## src/core/acc_pkg.sv

```systemverilog
// Shared constants for the converter configuration, clock and channel control block.
package acc_pkg;

  // Register byte offsets on the Wishbone bus.
  localparam logic [7:0] ADR_CONTROL  = 8'h00;  // Module on, go and continuous bits.
  localparam logic [7:0] ADR_CHANNEL  = 8'h04;  // Input channel selector.
  localparam logic [7:0] ADR_REFSEL   = 8'h08;  // Positive and negative reference selectors.
  localparam logic [7:0] ADR_CLKSEL   = 8'h0C;  // Divider select and clock source select.
  localparam logic [7:0] ADR_FLAGS    = 8'h10;  // Peripheral flag register.
  localparam logic [7:0] ADR_ENABLES  = 8'h14;  // Peripheral enable register.
  localparam logic [7:0] ADR_STATUS   = 8'h18;  // Read-only conversion status.

  // Field positions inside the control register.
  localparam int CTL_ON_BIT   = 0;  // Converter module on.
  localparam int CTL_GO_BIT   = 1;  // Conversion go bit.
  localparam int CTL_CONT_BIT = 2;  // Continuous conversion mode.

  // Field positions inside the reference register.
  localparam int REF_POS_LSB  = 0;  // Three-bit positive reference code.
  localparam int REF_NEG_BIT  = 4;  // Negative reference select.

  // Field positions inside the clock register.
  localparam int CLK_DIV_LSB  = 0;  // Six-bit divider code.
  localparam int CLK_SRC_BIT  = 7;  // Clock source select, 1 picks the RC clock.

  // Flag and enable bit positions, and status fields.
  localparam int FLG_DONE_BIT = 0;  // Conversion done flag.
  localparam int ENA_IRQ_BIT  = 0;  // Conversion interrupt enable.
  localparam int STS_BUSY_BIT = 0;  // Conversion in progress.
  localparam int STS_HCNT_LSB = 1;  // Half-period count of the running conversion.
  localparam int STS_CSRC_BIT = 8;  // Clock source actually in use.

  // Positive reference codes.
  localparam logic [2:0] PREF_SUPPLY  = 3'h0;  // Supply rail.
  localparam logic [2:0] PREF_EXTPIN  = 3'h1;  // External reference pin.
  localparam logic [2:0] PREF_FVR1    = 3'h2;  // Fixed reference at 1.024V.
  localparam logic [2:0] PREF_FVR2    = 3'h3;  // Fixed reference at 2.048V.
  localparam logic [2:0] PREF_FVR4    = 3'h4;  // Fixed reference at 4.096V.
  localparam int         NUM_PREF     = 5;     // Number of positive reference sources.

  // Internal channel codes.
  localparam logic [5:0] CH_FVR       = 6'h3F;  // Fixed voltage reference.
  localparam logic [5:0] CH_DAC       = 6'h3E;  // On-chip DAC output.
  localparam logic [5:0] CH_TEMP      = 6'h3D;  // Temperature indicator.
  localparam logic [5:0] CH_GND       = 6'h3C;  // Analog ground.
  localparam int         NUM_INTERNAL = 4;      // Internal sources on top of the pins.
  localparam int         NUM_PINS_MAX = 35;     // Pin codes 000000 to 100010.

  // Reset values.
  localparam logic [5:0] RST_CHANNEL  = 6'h00;
  localparam logic [2:0] RST_PREF     = 3'h0;
  localparam logic [5:0] RST_CDIV     = 6'h00;
  localparam logic       RST_CSRC     = 1'b0;

  // Conversion timing: 11.5 bit periods counted in half periods.
  localparam logic [4:0] HALF_PERIODS = 5'h17;

endpackage

```

## src/core/acc_clk_gen.sv

```systemverilog
// Converter bit clock enable generator: divided system clock or synchronised RC clock.
`timescale 1ns/100ps
`default_nettype none

module acc_clk_gen (
  // Clock and reset.
  input  wire logic       clk_i,
  input  wire logic       rst_i,
  // RC oscillator pin, asynchronous to clk_i.
  input  wire logic       rc_clk_i,
  // Clock selection, already latched by the caller.
  input  wire logic       src_rc_i,
  input  wire logic [5:0] div_code_i,
  // One-cycle pulse on every half period of the converter clock.
  output logic            half_tick_o
);

  // All state in one record.
  typedef struct packed {
    logic       sync1;  // First synchroniser stage.
    logic       sync2;  // Second synchroniser stage.
    logic       last;   // Previous value of the second stage.
    logic [5:0] cnt;    // System clock divider count.
    logic       tick;   // Registered half-period pulse.
  } acc_clk_state_t;

  acc_clk_state_t st_ff;
  acc_clk_state_t nxt_st;

  // Next-state logic. Each RC edge marks a half period; the divider
  // marks one every code+1 system cycles, so a full period is 2*(code+1).
  always_comb begin
    nxt_st       = st_ff;
    nxt_st.sync1 = rc_clk_i;
    nxt_st.sync2 = st_ff.sync1;
    nxt_st.last  = st_ff.sync2;
    nxt_st.tick  = 1'b0;
    if (src_rc_i) begin
      // The RC path ignores the system rate entirely.
      nxt_st.cnt  = 6'h00;
      nxt_st.tick = st_ff.sync2 ^ st_ff.last;
    end else if (st_ff.cnt >= div_code_i) begin
      // Divider wrap: even divisor 2*(code+1) from 2 to 128; tracks the system rate.
      nxt_st.cnt  = 6'h00;
      nxt_st.tick = 1'b1;
    end else begin
      nxt_st.cnt = st_ff.cnt + 6'h01;
    end
  end

  // State register.
  always_ff @(posedge clk_i) begin
    if (rst_i) begin
      st_ff <= '0;
    end else begin
      st_ff <= nxt_st;
    end
  end

  assign half_tick_o = st_ff.tick;

endmodule

`default_nettype wire

```

## src/core/acc_top.sv

```systemverilog
// Converter configuration, clock selection, channel routing and conversion timing.
// Function
// - Route exactly the selected channel to sampler.
// - Top four codes pick FIXED_VOLTAGE_REFERENCE, DAC, temperature, ground.
// - Low codes select pins in port order.
// - Reserved codes connect no source at all.
// - Positive reference picks one of five sources.
// - One bit picks negative pin or ground.
// - Source bit picks RC clock or divided clock.
// - Divider code gives even divisors 2 to 128.
// - Conversion lasts 11.5 bit periods.
// - Control logic runs on selected converter clock.
// - Divided clock follows system clock rate.
// - Completion sets flag; irq needs enable.
// - Flag stays until software writes zero.
// - Flag set on every completion regardless.
// - Runs only when on; go starts.
// - Completion clears go unless continuous mode or a same-cycle control write.
`timescale 1ns/100ps
`default_nettype none

module acc_top #(
  parameter int NUM_PINS = 35  // Analog pins bonded out; 24 on the small package.
) (
  // Clock and reset.
  input  wire logic                 clk_i,
  input  wire logic                 rst_i,
  // Wishbone classic slave.
  input  wire logic                 wb_cyc_i,
  input  wire logic                 wb_stb_i,
  input  wire logic                 wb_we_i,
  input  wire logic [7:0]           wb_adr_i,
  input  wire logic [3:0]           wb_sel_i,
  input  wire logic [31:0]          wb_dat_i,
  output logic      [31:0]          wb_dat_o,
  output logic                      wb_ack_o,
  // RC oscillator pin.
  input  wire logic                 rc_clk_i,
  // Analog control towards the multiplexer, references and sampler.
  output logic [NUM_PINS+3:0]       sampler_source_o,
  output logic [4:0]                pos_ref_sel_o,
  output logic                      neg_ref_ext_o,
  output logic                      sample_hold_o,
  output logic                      bit_strobe_o,
  output logic [3:0]                bit_index_o,
  output logic                      conv_done_o,
  // Interrupt request, flag gated by enable.
  output logic                      conv_irq_o
);

  localparam int NSRC = NUM_PINS + acc_pkg::NUM_INTERNAL;  // Width of the source select.

  // All state of the block in one record.
  typedef struct packed {
    logic                on;      // Converter module on.
    logic                go;      // Conversion go bit.
    logic                cont;    // Continuous conversion mode.
    logic [5:0]          chan;    // Channel selector as written.
    logic [2:0]          pref;    // Positive reference code as written.
    logic                nref;    // Negative reference select as written.
    logic                csrc;    // Clock source select as written.
    logic [5:0]          cdiv;    // Divider code as written.
    logic                flag;    // Conversion done flag.
    logic                ien;     // Conversion interrupt enable.
    logic [NSRC-1:0]     a_src;   // Source select in effect.
    logic [4:0]          a_pref;  // Positive reference in effect, one-hot.
    logic                a_nref;  // Negative reference in effect.
    logic                a_csrc;  // Clock source in effect.
    logic [5:0]          a_cdiv;  // Divider code in effect.
    logic                busy;    // Conversion running.
    logic [4:0]          hcnt;    // Half periods elapsed in this conversion.
    logic                strobe;  // One bit resolved this cycle.
    logic                done;    // Completion pulse.
    logic                ack;     // Wishbone acknowledge.
    logic [31:0]         rdat;    // Wishbone read data.
  } acc_state_t;

  acc_state_t st_ff;
  acc_state_t nxt_st;
  logic       half_tick;  // Half-period enable of the converter clock.

  // Decode a channel code to a one-hot source select; reserved and
  // unbonded pin codes give all zeros so nothing reaches the sampler.
  function automatic logic [NSRC-1:0] decode_channel(input logic [5:0] code);
    logic [NSRC-1:0] sel;
    sel = '0;
    if (code == acc_pkg::CH_FVR) begin
      sel[NUM_PINS] = 1'b1;
    end else if (code == acc_pkg::CH_DAC) begin
      sel[NUM_PINS+1] = 1'b1;
    end else if (code == acc_pkg::CH_TEMP) begin
      sel[NUM_PINS+2] = 1'b1;
    end else if (code == acc_pkg::CH_GND) begin
      sel[NUM_PINS+3] = 1'b1;
    end else if (int'(code) < NUM_PINS) begin
      sel[code] = 1'b1;
    end
    // Every other code leaves the select empty.
    return sel;
  endfunction

  // Decode the positive reference code to one-hot; reserved codes fall back to the supply.
  function automatic logic [4:0] decode_pref(input logic [2:0] code);
    logic [4:0] sel;
    sel = 5'h01;
    unique case (code)
      acc_pkg::PREF_EXTPIN: sel = 5'h02;
      acc_pkg::PREF_FVR1:   sel = 5'h04;
      acc_pkg::PREF_FVR2:   sel = 5'h08;
      acc_pkg::PREF_FVR4:   sel = 5'h10;
      default:              sel = 5'h01;
    endcase
    return sel;
  endfunction

  // Converter clock enable from the clock selection in effect.
  acc_clk_gen u_clk_gen (
    .clk_i      (clk_i),
    .rst_i      (rst_i),
    .rc_clk_i   (rc_clk_i),
    .src_rc_i   (st_ff.a_csrc),
    .div_code_i (st_ff.a_cdiv),
    .half_tick_o(half_tick)
  );

  // Next-state logic: bus access, setting transfer, conversion timing.
  always_comb begin
    logic bus_req;
    logic bus_wr;
    bus_req       = wb_cyc_i && wb_stb_i;
    bus_wr        = bus_req && wb_we_i && st_ff.ack && wb_sel_i[0];
    nxt_st        = st_ff;
    nxt_st.strobe = 1'b0;
    nxt_st.done   = 1'b0;
    nxt_st.ack    = bus_req && !st_ff.ack;

    // Read data is captured on the request edge and shown with ack.
    nxt_st.rdat = 32'h0000_0000;
    unique case (wb_adr_i)
      acc_pkg::ADR_CONTROL: begin
        nxt_st.rdat[acc_pkg::CTL_ON_BIT]   = st_ff.on;
        nxt_st.rdat[acc_pkg::CTL_GO_BIT]   = st_ff.go;
        nxt_st.rdat[acc_pkg::CTL_CONT_BIT] = st_ff.cont;
      end
      acc_pkg::ADR_CHANNEL: nxt_st.rdat[5:0] = st_ff.chan;
      acc_pkg::ADR_REFSEL: begin
        nxt_st.rdat[acc_pkg::REF_POS_LSB +: 3] = st_ff.pref;
        nxt_st.rdat[acc_pkg::REF_NEG_BIT]      = st_ff.nref;
      end
      acc_pkg::ADR_CLKSEL: begin
        nxt_st.rdat[acc_pkg::CLK_DIV_LSB +: 6] = st_ff.cdiv;
        nxt_st.rdat[acc_pkg::CLK_SRC_BIT]      = st_ff.csrc;
      end
      acc_pkg::ADR_FLAGS:   nxt_st.rdat[acc_pkg::FLG_DONE_BIT] = st_ff.flag;
      acc_pkg::ADR_ENABLES: nxt_st.rdat[acc_pkg::ENA_IRQ_BIT]  = st_ff.ien;
      acc_pkg::ADR_STATUS: begin
        nxt_st.rdat[acc_pkg::STS_BUSY_BIT]      = st_ff.busy;
        nxt_st.rdat[acc_pkg::STS_HCNT_LSB +: 5] = st_ff.hcnt;
        nxt_st.rdat[acc_pkg::STS_CSRC_BIT]      = st_ff.a_csrc;
      end
      default: nxt_st.rdat = 32'h0000_0000;  // Unmapped reads return zero.
    endcase

    // Writes take effect on the edge where ack is high; all fields sit in byte 0.
    if (bus_wr) begin
      unique case (wb_adr_i)
        acc_pkg::ADR_CONTROL: begin
          nxt_st.on   = wb_dat_i[acc_pkg::CTL_ON_BIT];
          nxt_st.cont = wb_dat_i[acc_pkg::CTL_CONT_BIT];
          // Go can only be set while the module is on.
          nxt_st.go   = wb_dat_i[acc_pkg::CTL_GO_BIT] && wb_dat_i[acc_pkg::CTL_ON_BIT];
        end
        acc_pkg::ADR_CHANNEL: nxt_st.chan = wb_dat_i[5:0];
        acc_pkg::ADR_REFSEL: begin
          nxt_st.pref = wb_dat_i[acc_pkg::REF_POS_LSB +: 3];
          nxt_st.nref = wb_dat_i[acc_pkg::REF_NEG_BIT];
        end
        acc_pkg::ADR_CLKSEL: begin
          nxt_st.cdiv = wb_dat_i[acc_pkg::CLK_DIV_LSB +: 6];
          nxt_st.csrc = wb_dat_i[acc_pkg::CLK_SRC_BIT];
        end
        acc_pkg::ADR_FLAGS: begin
          // Writing one leaves the flag alone; only a zero clears it.
          if (!wb_dat_i[acc_pkg::FLG_DONE_BIT]) begin
            nxt_st.flag = 1'b0;
          end
        end
        acc_pkg::ADR_ENABLES: nxt_st.ien = wb_dat_i[acc_pkg::ENA_IRQ_BIT];
        default: ;  // Unmapped writes are acknowledged and dropped.
      endcase
    end

    // Settings move into effect only on a converter clock tick, so the
    // control path behaves as if it ran on the chosen clock; with a slow
    // RC clock this adds delay after a write.
    if (half_tick) begin
      nxt_st.a_csrc = st_ff.csrc;
      nxt_st.a_cdiv = st_ff.cdiv;
      if (!st_ff.busy) begin
        // Mux and references never change in the middle of a conversion.
        nxt_st.a_src  = decode_channel(st_ff.chan);
        nxt_st.a_pref = decode_pref(st_ff.pref);
        nxt_st.a_nref = st_ff.nref;
      end
    end

    // Conversion sequencing.
    if (st_ff.busy && !(st_ff.go && st_ff.on)) begin
      // Go cleared or module off: abandon the partial conversion.
      nxt_st.busy = 1'b0;
      nxt_st.hcnt = 5'h00;
    end else if (!st_ff.busy && st_ff.go && st_ff.on && half_tick) begin
      nxt_st.busy = 1'b1;
      nxt_st.hcnt = 5'h00;
    end else if (st_ff.busy && half_tick) begin
      if (st_ff.hcnt == acc_pkg::HALF_PERIODS - 5'h01) begin
        // Completion after 23 half periods.
        nxt_st.busy = 1'b0;
        nxt_st.hcnt = 5'h00;
        nxt_st.done = 1'b1;
        if (!st_ff.cont && !(bus_wr && wb_adr_i == acc_pkg::ADR_CONTROL)) begin
          nxt_st.go = 1'b0;
        end
        // Set wins over a same-cycle software clear.
        nxt_st.flag = 1'b1;
      end else begin
        nxt_st.hcnt   = st_ff.hcnt + 5'h01;
        // Every second half period resolves one bit.
        nxt_st.strobe = st_ff.hcnt[0];
      end
    end

    // Turning the module off always drops go.
    if (!nxt_st.on) begin
      nxt_st.go = 1'b0;
    end
  end

  // State register with synchronous reset.
  always_ff @(posedge clk_i) begin
    if (rst_i) begin
      st_ff        <= '0;
      st_ff.chan   <= acc_pkg::RST_CHANNEL;
      st_ff.pref   <= acc_pkg::RST_PREF;
      st_ff.csrc   <= acc_pkg::RST_CSRC;
      st_ff.cdiv   <= acc_pkg::RST_CDIV;
      st_ff.a_pref <= decode_pref(acc_pkg::RST_PREF);
      st_ff.a_csrc <= acc_pkg::RST_CSRC;
      st_ff.a_cdiv <= acc_pkg::RST_CDIV;
    end else begin
      st_ff <= nxt_st;
    end
  end

  // Outputs straight from the state record.
  assign wb_dat_o         = st_ff.rdat;
  assign wb_ack_o         = st_ff.ack;
  assign sampler_source_o = st_ff.a_src;
  assign pos_ref_sel_o    = st_ff.a_pref;
  assign neg_ref_ext_o    = st_ff.a_nref;
  assign sample_hold_o    = st_ff.busy;
  assign bit_strobe_o     = st_ff.strobe;
  assign bit_index_o      = st_ff.hcnt[4:1];
  assign conv_done_o      = st_ff.done;
  // Request only while enabled; the flag itself is set regardless.
  assign conv_irq_o       = st_ff.flag && st_ff.ien;

endmodule

`default_nettype wire

```

## config.mk

```make
export PLATFORM = sky130hd
export DESIGN_NAME = acc_top
export DESIGN_NICKNAME = d
export VERILOG_FILES = /design/src/core/acc_pkg.sv /design/src/core/acc_clk_gen.sv /design/src/core/acc_top.sv
export SDC_FILE = /design/constraint.sdc
export NUM_CORES = 1
export LEC_CHECK = 0
export BUFFER_PORTS_ARGS = -buffer_cell sky130_fd_sc_hd__buf_2
export CAP_MARGIN = 10
export CELL_PAD_IN_SITES_DETAIL_PLACEMENT = 0
export CELL_PAD_IN_SITES_GLOBAL_PLACEMENT = 1
export CORE_UTILIZATION = 35
export CTS_BUF_LIST = sky130_fd_sc_hd__clkbuf_4 sky130_fd_sc_hd__clkbuf_8 sky130_fd_sc_hd__clkbuf_16
export CTS_CLUSTER_DIAMETER = 80
export CTS_CLUSTER_SIZE = 20
export DETAILED_ROUTE_END_ITERATION = 6
export MAX_ROUTING_LAYER = met4
export PLACE_DENSITY_LB_ADDON = 0.3
export SETUP_SLACK_MARGIN = 0.4
export SLEW_MARGIN = 20
export SYNTH_ARGS = -nofsm -noshare
export SYNTH_HDL_FRONTEND = slang
export SYNTH_HIERARCHICAL = 1
export SYNTH_SLANG_ARGS = --single-unit
```

## constraint.sdc

```tcl
create_clock -name clk_i -period 4.8 [get_ports clk_i]
set_input_delay 0.24 -clock clk_i [delete_from_list [all_inputs] [get_ports clk_i]]
set_output_delay 0.24 -clock clk_i [all_outputs]
set_load 0.01 [all_outputs]
```

After elaboration in Yosys (flattened, before gate mapping). Cells that the tools add are included. W data, S select, Z words.

Memories: 0. Logic and storage cells: 146. Bits in read-only memories: 0. Register bits after elaboration: 125. Input bits: 50. Output and inout port bits: 86. RAM bits: 0. Bits in latches: 0.

Bitwise operators: 6. Divide/modulo/power cells: 0. Eq/ne operators: 15. Multiplexer cells: 51. Add/sub/neg operators: 2. Reduce and logical (&&, ||, !) cells: 39. Multiply operators: 0. Magnitude comparators: 4. Shifts and indexed selects: 0.

Operators by type and width (count): $mux W39 (7); $mux W38 (1); $mux W37 (1); $mux W36 (1); $mux W35 (1); $eq A6 B6 Y1 const B (4); $eq A8 B5 Y1 const B (3); $mux W1 (23); $mux W22 (1); $pmux W5 S4 (1); $eq A8 B4 Y1 const B (2); $logic_and A1 B1 Y1 (16); $reduce_and A2 Y1 (7); $mux W6 (2); $pmux W2 S5 (1); $eq A8 B3 Y1 const B (1); $logic_not A8 Y1 (1); $mux W8 (1); $reduce_or A2 Y1 (4); $lt A6 B7 Y1 const B (1); $mux W7 (1); $pmux W1 S7 (1); $add A6 B1 Y6 const B (1); $demux W1 S6 (1); other kinds (21) (34).

Logic depth before layout (Yosys ltp). Gate-level depths: netlist (run 1).

Depth in word-level cells: 15. Depth in mapped cells: 6. Mapped depth without buffers: 6.

Cells and area by module. Netlist (run 1), hierarchy kept.

By module, submodules not included: acc_top (area an instance 4375.4 um2, sequential area each 1821.7 um2, times used 1, cells each 532); acc_clk_gen (area an instance 506.7 um2, sequential area each 200.2 um2, times used 1, cells each 53).

Worst setup path before layout (run 1). OpenSTA, ideal clock, no wires.

Kind: input to register. From: input wb_adr_i[1]. To: register st_ff[102] in the netlist's numbering. Arrival: 1.855 ns. Required time: 4.730 ns. Slack: 2.874 ns. Setup time: 0.070 ns. Path buffers: 1. Cell stages on the path: 5. Cells stage by stage: or4b_1 or4_1 buf_2 or3b_1 a21oi_1.

Longest elaborated chain between the ends: 2.

Ends and longest elaborated chain: start, declared (line acc_top.sv:32) `input wire logic [7:0] wb_adr_i,`; $eq A8 B4 Y1 (line acc_top.sv:166) `unique case (wb_adr_i)`; $reduce_and A2 Y1 (no source line); end signal, assigned (line acc_top.sv:251) `st_ff <= nxt_st;`; end, declared (line acc_top.sv:78) `acc_state_t st_ff;`.

Every way passes these cells. A chain may end at the register's enable or synchronous reset.

Worst setup path after layout (run 1).
From: register u_clk_gen.st_ff, in the netlist u_clk_gen/half_tick_o. To: register st_ff, in the netlist bit_index_o[1].

Longest elaborated chain between the ends: 2. Elaborated cells between the ends (all ways): 3. Classes of those cells: 3 x reduce/logical.

Ends and longest elaborated chain: start, declared (line acc_clk_gen.sv:27) `acc_clk_state_t st_ff;`; start signal, assigned (line acc_clk_gen.sv:56) `st_ff <= nxt_st;`; $logic_and A1 B1 Y1 (line acc_top.sv:212) `end else if (!st_ff.busy && st_ff.go && st_ff.on && half_tick) begin`; $reduce_or A3 Y1 (no source line).

Several ways; a longest one is shown, not always the timed one.

==> metrics, run 1 <==
initial drt markers=273; final WL=11400 um; reg2reg setup slack=roughly 2.8 ns; TritonCTS clock tree=built; startpoint types=flop; fin util=0.389; Fin. Hold Viols=0; Worst R2R Path Depth=5; Peak supply drop=168 uV; post-synthesis mux area share=0.0295; top cells by area, synth=dfxtp_1, buf_4, a21oi_1; placed inst area=4900 um2; detailed placement HPWL=7810 um; syn_area_per_cell=between 8 and 9 um2; GRT Total Usage=0.167; Most used DFF post-synth=dfxtp_1; largest net degree at the start of global routing=84; Boundary Pins=roughly 140; final setup violating endpoints=0; xor/xnor share of the synthesized area=0.0179; area of the die=14400 um2; min-delay src=rst_i; routed length per instance=around 15 um; Setup Buffers After CTS=0; Root Driver=clkbuf_16; Initial Util=0.364; relative slew slack=0.279; first-pass GRT wire length=around 18000 um; PD cells=323 nW/um2; Synth Area in Adders=0.0231; Worst Setup EP=bit_index_o[1]$_SDFFE_PP0P_; area of the multi-input gates=2180 um2; Syn Inst Count=585; ANT cells=0; CTS Sinks=101; Core ar.=about 13000 um2; HP Class=input port to flop; clock buffer count from CTS=9; Worst R2R Start=u_clk_gen/half_tick_o$_SDFF_PP0_; fill cell count=around 1400; H-tree depth=3; vias in the first global route=between 3000 and 4000; Max clock buf depth=2; port buffer count=a little over 80; post-synthesis sequential area ratio=0.414; worst skew pair latency=0.35 ns; fmax=about 510 MHz; post-cts resize count=0; Slew Viols, Final=0; number of flops mapped to enable cells by yosys=0; unique cell type count in the Yosys netlist=just over 50; placed instance count=755; hold_buf cts=0; worst setup path class=flop to flop; Area Overhead vs Synth=6.87%; Leak Pwr=approximately 0.0021 uW; design area=between 5000 and 6000 um2; Worst-path clk slew=0.07 ns; period utilisation layout=0.407; worst endpoint required time=5.04 ns; DIE WIDTH=approximately 120 um; ANT nets after route=0; Final min period=around 2 ns; worst endpoint data arrival time=~2.2 ns; Via-to-Cell Ratio=4.98; endpoint class of the critical path=flop; actual slew at the worst max-slew pin=1.08 ns; Synth Area in Compound Gates=0.139; fin cells=771; setup TNS=0 ns; largest family of logic cells by synthesized area=simple AND/OR/NAND/NOR gates; crit path launch=u_clk_gen/half_tick_o$_SDFF_PP0_; Post-route DRC=0; leading area contributor after synthesis=dfxtp_1; Post-synth ARST share=0; register area=2020 um2; placer congestion estimate=0.813; Yosys warnings=6; share of the synthesized area in the top cell type=0.414; initial antenna violation count=0; RR Endpoint=bit_index_o[1]$_SDFFE_PP0P_; GRT overflow=0; Yosys reg bits=101; Die Ht=120 um; drt pass-1 iters=4; share of layout cells above drive strength 1=0.185; Mapped Area=4880 um2; Post-Synth Simple-Gate Area=0.216; unrepaired setup endpoints after global routing=no; clock skew=between 0.009 and 0.01 ns; max-cap violation count=0; Final nets=649; largest fanout on the critical path=35; via count=3842; status=completed; Rows=42
[layout make-up]
| type | instances | area share |
|---|---|---|
| Clock inverter | 6 | 0.0149 |
| Inverter | 12 | 0.00863 |
| Clock buffer | 10 | 0.0458 |
| Sequential cell | 101 | 0.388 |
| Timing Repair Buffer | 86 | 0.0839 |
| Tap cell | 176 | 0.0422 |
| Multi-Input combinational cell | 380 | 0.417 |
[cell families after synthesis]
group | Yosys count
simple gates | 209
buf+inv | 127
compound gates | 115
flops | 101
mux | 13
xor+xnor | 10
fa+ha+maj | 9
other cells | 1
[sequential cells by signal, indices dropped and copies added, names as in the netlist, 2 cells and up]
register and flops:
wb_dat_o 8, bit_index_o 4, u_clk_gen/nxt_st 2, st_ff 30, u_clk_gen/st_ff 7, sampler_source_o 39
pos_ref_sel_o 5
[synth_stat cells, types with 8 or more instances]
| cell | count |
|---|---|
| buf_4 | 80 |
| dfxtp_1 | 101 |
| ha_1 | 9 |
| inv_1 | 12 |
| nor2_1 | 45 |
| a22oi_1 | 10 |
| nand2_1 | 52 |
| mux2i_1 | 11 |
| nor2b_1 | 8 |
| o21ai_0 | 26 |
| a21oi_1 | 60 |
| nand3_1 | 45 |
| clkbuf_1 | 32 |
| nand4_1 | 8 |
[cell usage in the layout, fill, tap and decap left out, types with 5 or more instances in the layout]
master	synthesis	layout
nor3_1	7	7
nand4_1	8	8
inv_1	12	12
and3_1	7	7
nand2_1	52	52
clkbuf_16	0	9
xnor2_1	5	5
nand3_1	45	45
xor2_1	5	5
mux2i_1	11	11
o21ai_0	26	26
ha_1	9	9
nor2_1	45	45
nor2b_1	8	7
buf_2	1	83
dfxtp_1	101	101
conb_1	1	24
a22oi_1	10	10
a21oi_1	60	60
[metrics by stage]
step / hold WS, ns / setup WS [ns] / power, uW
global placement: 0.434 / 2.58 / 934
global route: 0.0918 / 2.67 / 1750
CTS: 0.0837 / 2.83 / 1700
finish: 0.0939 / 2.85 / 1680
floorplan: 0.312 / 2.87 / 925
detailed placement: 0.444 / 2.54 / 935
[routing by layer]
layer / vias to the layer above / part of all wire / global-route usage
met5: - / 0 / -
met4: 0 / 0.020 / 0.0727
met3: 16 / 0.043 / 0.0290
met2: 109 / 0.45 / 0.245
met1: 1793 / 0.48 / 0.225
li1: 1924 / - / -
[power breakdown]
part | switching (uW) | internal, uW | leakage [uW]
clock | 338 | 429 | 0.000153
combinational | 53.1 | 19.3 | 0.00108
sequential | 3.41 | 840 | 0.000815
total | 395 | 1290 | 0.00205
[critical path, stage by stage, from the launching register on]
cell and delay (ns):
dfxtp_1 0.71, nor2b_2 0.24, buf_4 0.34, a311o_1 0.30, nand2b_1 0.20, nor2_1 0.07
[how the worst min path moves through the flow]
stage,end,slack (ns),cells past startpoint
finish,u_clk_gen/nxt_st[7]$_SDFF_PP0_,0.09,2
global placement,u_clk_gen/nxt_st[7]$_SDFF_PP0_,0.43,1
detailed placement,sampler_source_o[20]$_SDFFE_PP0P_,0.44,2
CTS,u_clk_gen/nxt_st[7]$_SDFF_PP0_,0.08,2
global route,u_clk_gen/nxt_st[7]$_SDFF_PP0_,0.09,2
floorplan,u_clk_gen/nxt_st[7]$_SDFF_PP0_,0.31,1
No activity file was read; power rests on OpenSTA's default activity.
==> run 2, diff against run 1 <==
--- a/config.mk
+++ b/config.mk
@@ -5,6 +5,7 @@
 export SDC_FILE = /design/constraint.sdc
 export NUM_CORES = 1
 export LEC_CHECK = 0
+export ABC_AREA = 1
 export BUFFER_PORTS_ARGS = -buffer_cell sky130_fd_sc_hd__buf_2
 export CAP_MARGIN = 10
 export CELL_PAD_IN_SITES_DETAIL_PLACEMENT = 0
==> constraint.sdc (replaced) <==
create_clock -name clk_i -period 1.9 [get_ports clk_i]
set_input_delay 0.095 -clock clk_i [delete_from_list [all_inputs] [get_ports clk_i]]
set_output_delay 0.095 -clock clk_i [all_outputs]
set_load 0.01 [all_outputs]
==> metrics, run 2 <==
reg2reg setup slack=0.45 ns (-2.40 ns); sw frac=0.277 (+0.0425); Area Overhead vs Synth=8.69%; placed instance count=844 (+12%); clock skew=0.0116 ns (+0.00195 ns); Cell Chain, Critical Path=inv_1 > nor3_2 > nand3_1 > a21oi_1; Synth top cells by count=nand2_1, dfxtp_1, buf_4; GRT Total Usage=0.168 (+0.000723); Leak Pwr=0.00231 uW (+13%); ANT nets after route=0 (unchanged); setup TNS=0 ns (unchanged); ANT cells=0 (unchanged); DIE WIDTH=120 um (+0.29%); Max clock buf depth=2 (unchanged); unique cell type count in the Yosys netlist=32 (-37%); area of the multi-input gates=2020 um2 (-7.1%); fin cells=863 (+12%); Most used DFF post-synth=dfxtp_1; largest net degree at the start of global routing=56 (-33%); worst endpoint required time=2.17 ns (-2.87 ns); worst path bufs/invs=1 (unchanged); share of layout cells above drive strength 1=0.205 (+0.0204); Clk pwr share=0.388 (-0.068); Crit path max-delay family=simple AND/OR/NAND/NOR gates; RR Endpoint=sampler_source_o[10]$_SDFFE_PP0P_; Yosys warnings=6 (unchanged); worst setup path class=flop to flop; Cell Int Power=3650 uW (+180%); Worst R2R Start=st_ff[107]$_SDFFE_PP0P_; Initial Util=0.365 (+0.000716); final setup violating endpoints=0 (unchanged); most frequent cells in the layout=nand2_1, dfxtp_1, buf_2; GRT overflow=0 (unchanged); Worst path slowest cell=dfxtp_1; fill cell count=1445 (+3.6%); Via-to-Cell Ratio=4.63 (-7.0%); Final min period=1.45 ns (-0.501 ns); Slew Viols, Final=0 (unchanged); actual slew at the worst max-slew pin=0.583 ns (-0.496 ns); Die Ht=120 um (+0.29%); Syn Inst Count=657 (+12%); hold path depth=3 (+1); period utilisation layout=0.764 (+0.357); Final nets=741 (+14%); Fin. Hold Viols=0 (unchanged); endpoint class of the critical path=flop; final WL=11400 um (about the same); worst endpoint data arrival time=1.72 ns (-0.48 ns); via count=3999 (+4.1%); initial antenna violation count=0 (unchanged); port buffer count=83 (unchanged); Root Driver=clkbuf_16; Yosys reg bits=101 (unchanged); post-synthesis sequential area ratio=0.412 (-0.00243); unrepaired setup endpoints after global routing=yes; largest fanout on the critical path=6 (-83%); Largest register FFs=39 (unchanged); Net Sw Power=1400 uW (+250%); fmax=688 MHz (+34%); status=completed; detailed placement HPWL=8550 um (+9.4%); syn_area_per_cell=7.47 um2 (-10%); startpoint types=flop; placer congestion estimate=0.812 (about the same); area of the die=14500 um2 (+0.58%); CP peak stage delay=0.48 ns (-0.23 ns); PD cells=946 nW/um2 (+190%); HP Class=input port to flop; CTS Sinks=101 (unchanged); Mapped Area=4910 um2 (+0.59%); Post-synth ARST share=0 (unchanged); H-tree depth=3 (unchanged); combinational cell fraction of total power=0.157 (+0.114); Boundary Pins=136 (unchanged); worst skew pair latency=0.35 ns (about the same); Rows=42 (unchanged); Hold Path Sink=wb_dat_o[8]$_SDFF_PP0_; most frequent cell after synthesis=nand2_1; register area=2030 um2 (+0.19%); share of the synthesized area in the top cell type=0.412 (-0.00243); first-pass GRT wire length=18400 um (+0.45%); top cells by area, synth=dfxtp_1, buf_4, nand2_1; max-cap violation count=0 (unchanged); Core ar.=13500 um2 (+0.39%); TritonCTS clock tree=built; number of flops mapped to enable cells by yosys=0 (unchanged); Post-route DRC=0 (unchanged); Seq pwr share=0.455 (-0.046); vias in the first global route=3600 (+2.9%); clock buffer count from CTS=9 (unchanged); commonest non-fill, non-tap cell in the layout=nand2_1; Worst R2R Path Depth=4 (-1); min-delay src=wb_adr_i[4]; initial drt markers=235 (-14%); leading area contributor after synthesis=dfxtp_1; Worst-path clk slew=0.07 ns (about the same); drt pass-1 iters=4 (unchanged); Peak supply drop=389 uV (+130%); routed length per instance=13.2 um (-11%); relative slew slack=0.611 (+0.332)
[run 2: worst max-delay path by stage]
stage,start,to,slack [ns],cells after the start
after floorplan,wb_ack_o$_SDFF_PP0_,st_ff[97]$_SDFFE_PP0P_,0.66,6
after global placement,wb_ack_o$_SDFF_PP0_,st_ff[100]$_SDFFE_PP0P_,0.38,5
after detailed placement,wb_ack_o$_SDFF_PP0_,st_ff[100]$_SDFFE_PP0P_,0.33,5
after CTS,sample_hold_o$_SDFFE_PP0P_,sampler_source_o[27]$_SDFFE_PP0P_,0.42,6
after global routing,st_ff[107]$_SDFFE_PP0P_,sampler_source_o[10]$_SDFFE_PP0P_,0.32,4
final,st_ff[107]$_SDFFE_PP0P_,sampler_source_o[10]$_SDFFE_PP0P_,0.45,4
[run 2: worst min-delay path: stages]
cell     delay, ns
buf_2         0.10
nand2_1       0.09
nor4_1        0.05
[run 2: cells by family after synthesis]
kind of cell,Yosys count,share of synthesized area
compound gates,119,0.125
buf+inv,169,0.199
fa+ha+maj,9,0.0229
xor+xnor,4,0.00714
simple gates,254,0.234
flops,101,0.412
other cells,1,0.000764
[run 2: power by group through the flow]
stage          logic, uW  clock network (uW)  registers (uW)
2_1_floorplan        707                   0            2330
3_3_place_gp         773                   0            2350
3_5_place_dp         783                   0            2350
4_1_cts              790                2010            2300
5_1_grt              893                2110            2310
6_report             791                1960            2300
[run 2: per-stage QoR]
stage,total power [uW],hold WS (ns),instance area [um2],setup WS [ns],utilization
4_1_cts,5100,0.0276,5290,0.417,0.393
3_5_place_dp,3130,0.305,4960,0.330,0.369
2_1_floorplan,3040,0.166,5000,0.658,-
6_report,5050,0.0369,5340,0.448,0.397
5_1_grt,5320,0.0620,5340,0.321,0.397
3_3_place_gp,3120,0.295,4960,0.378,0.369
[run 2: timing repair]
item,4_1_cts,5_1_grt
setup endpoints to repair,6,58
resized for setup,1,12
endpoints found under the hold margin,1,0
pin swaps,0,2
setup buffers,0,2
hold buffers,1,0
[run 2: final cells by class]
type,instances,share of cell area
clock buffer,11,0.0450
tap,176,0.0413
sequential,101,0.380
timing repair buffer,93,0.0938
clock inverter,5,0.0141
inverter,67,0.0476
multi-input combinational,410,0.379
[run 2: routing by layer]
layer	routed length, um	track usage	vias to the layer above
li1	-	-	2067
met1	5310	0.222	1821
met5	0	-	-
met3	617	0.0340	10
met2	5320	0.257	101
met4	158	0.0548	0
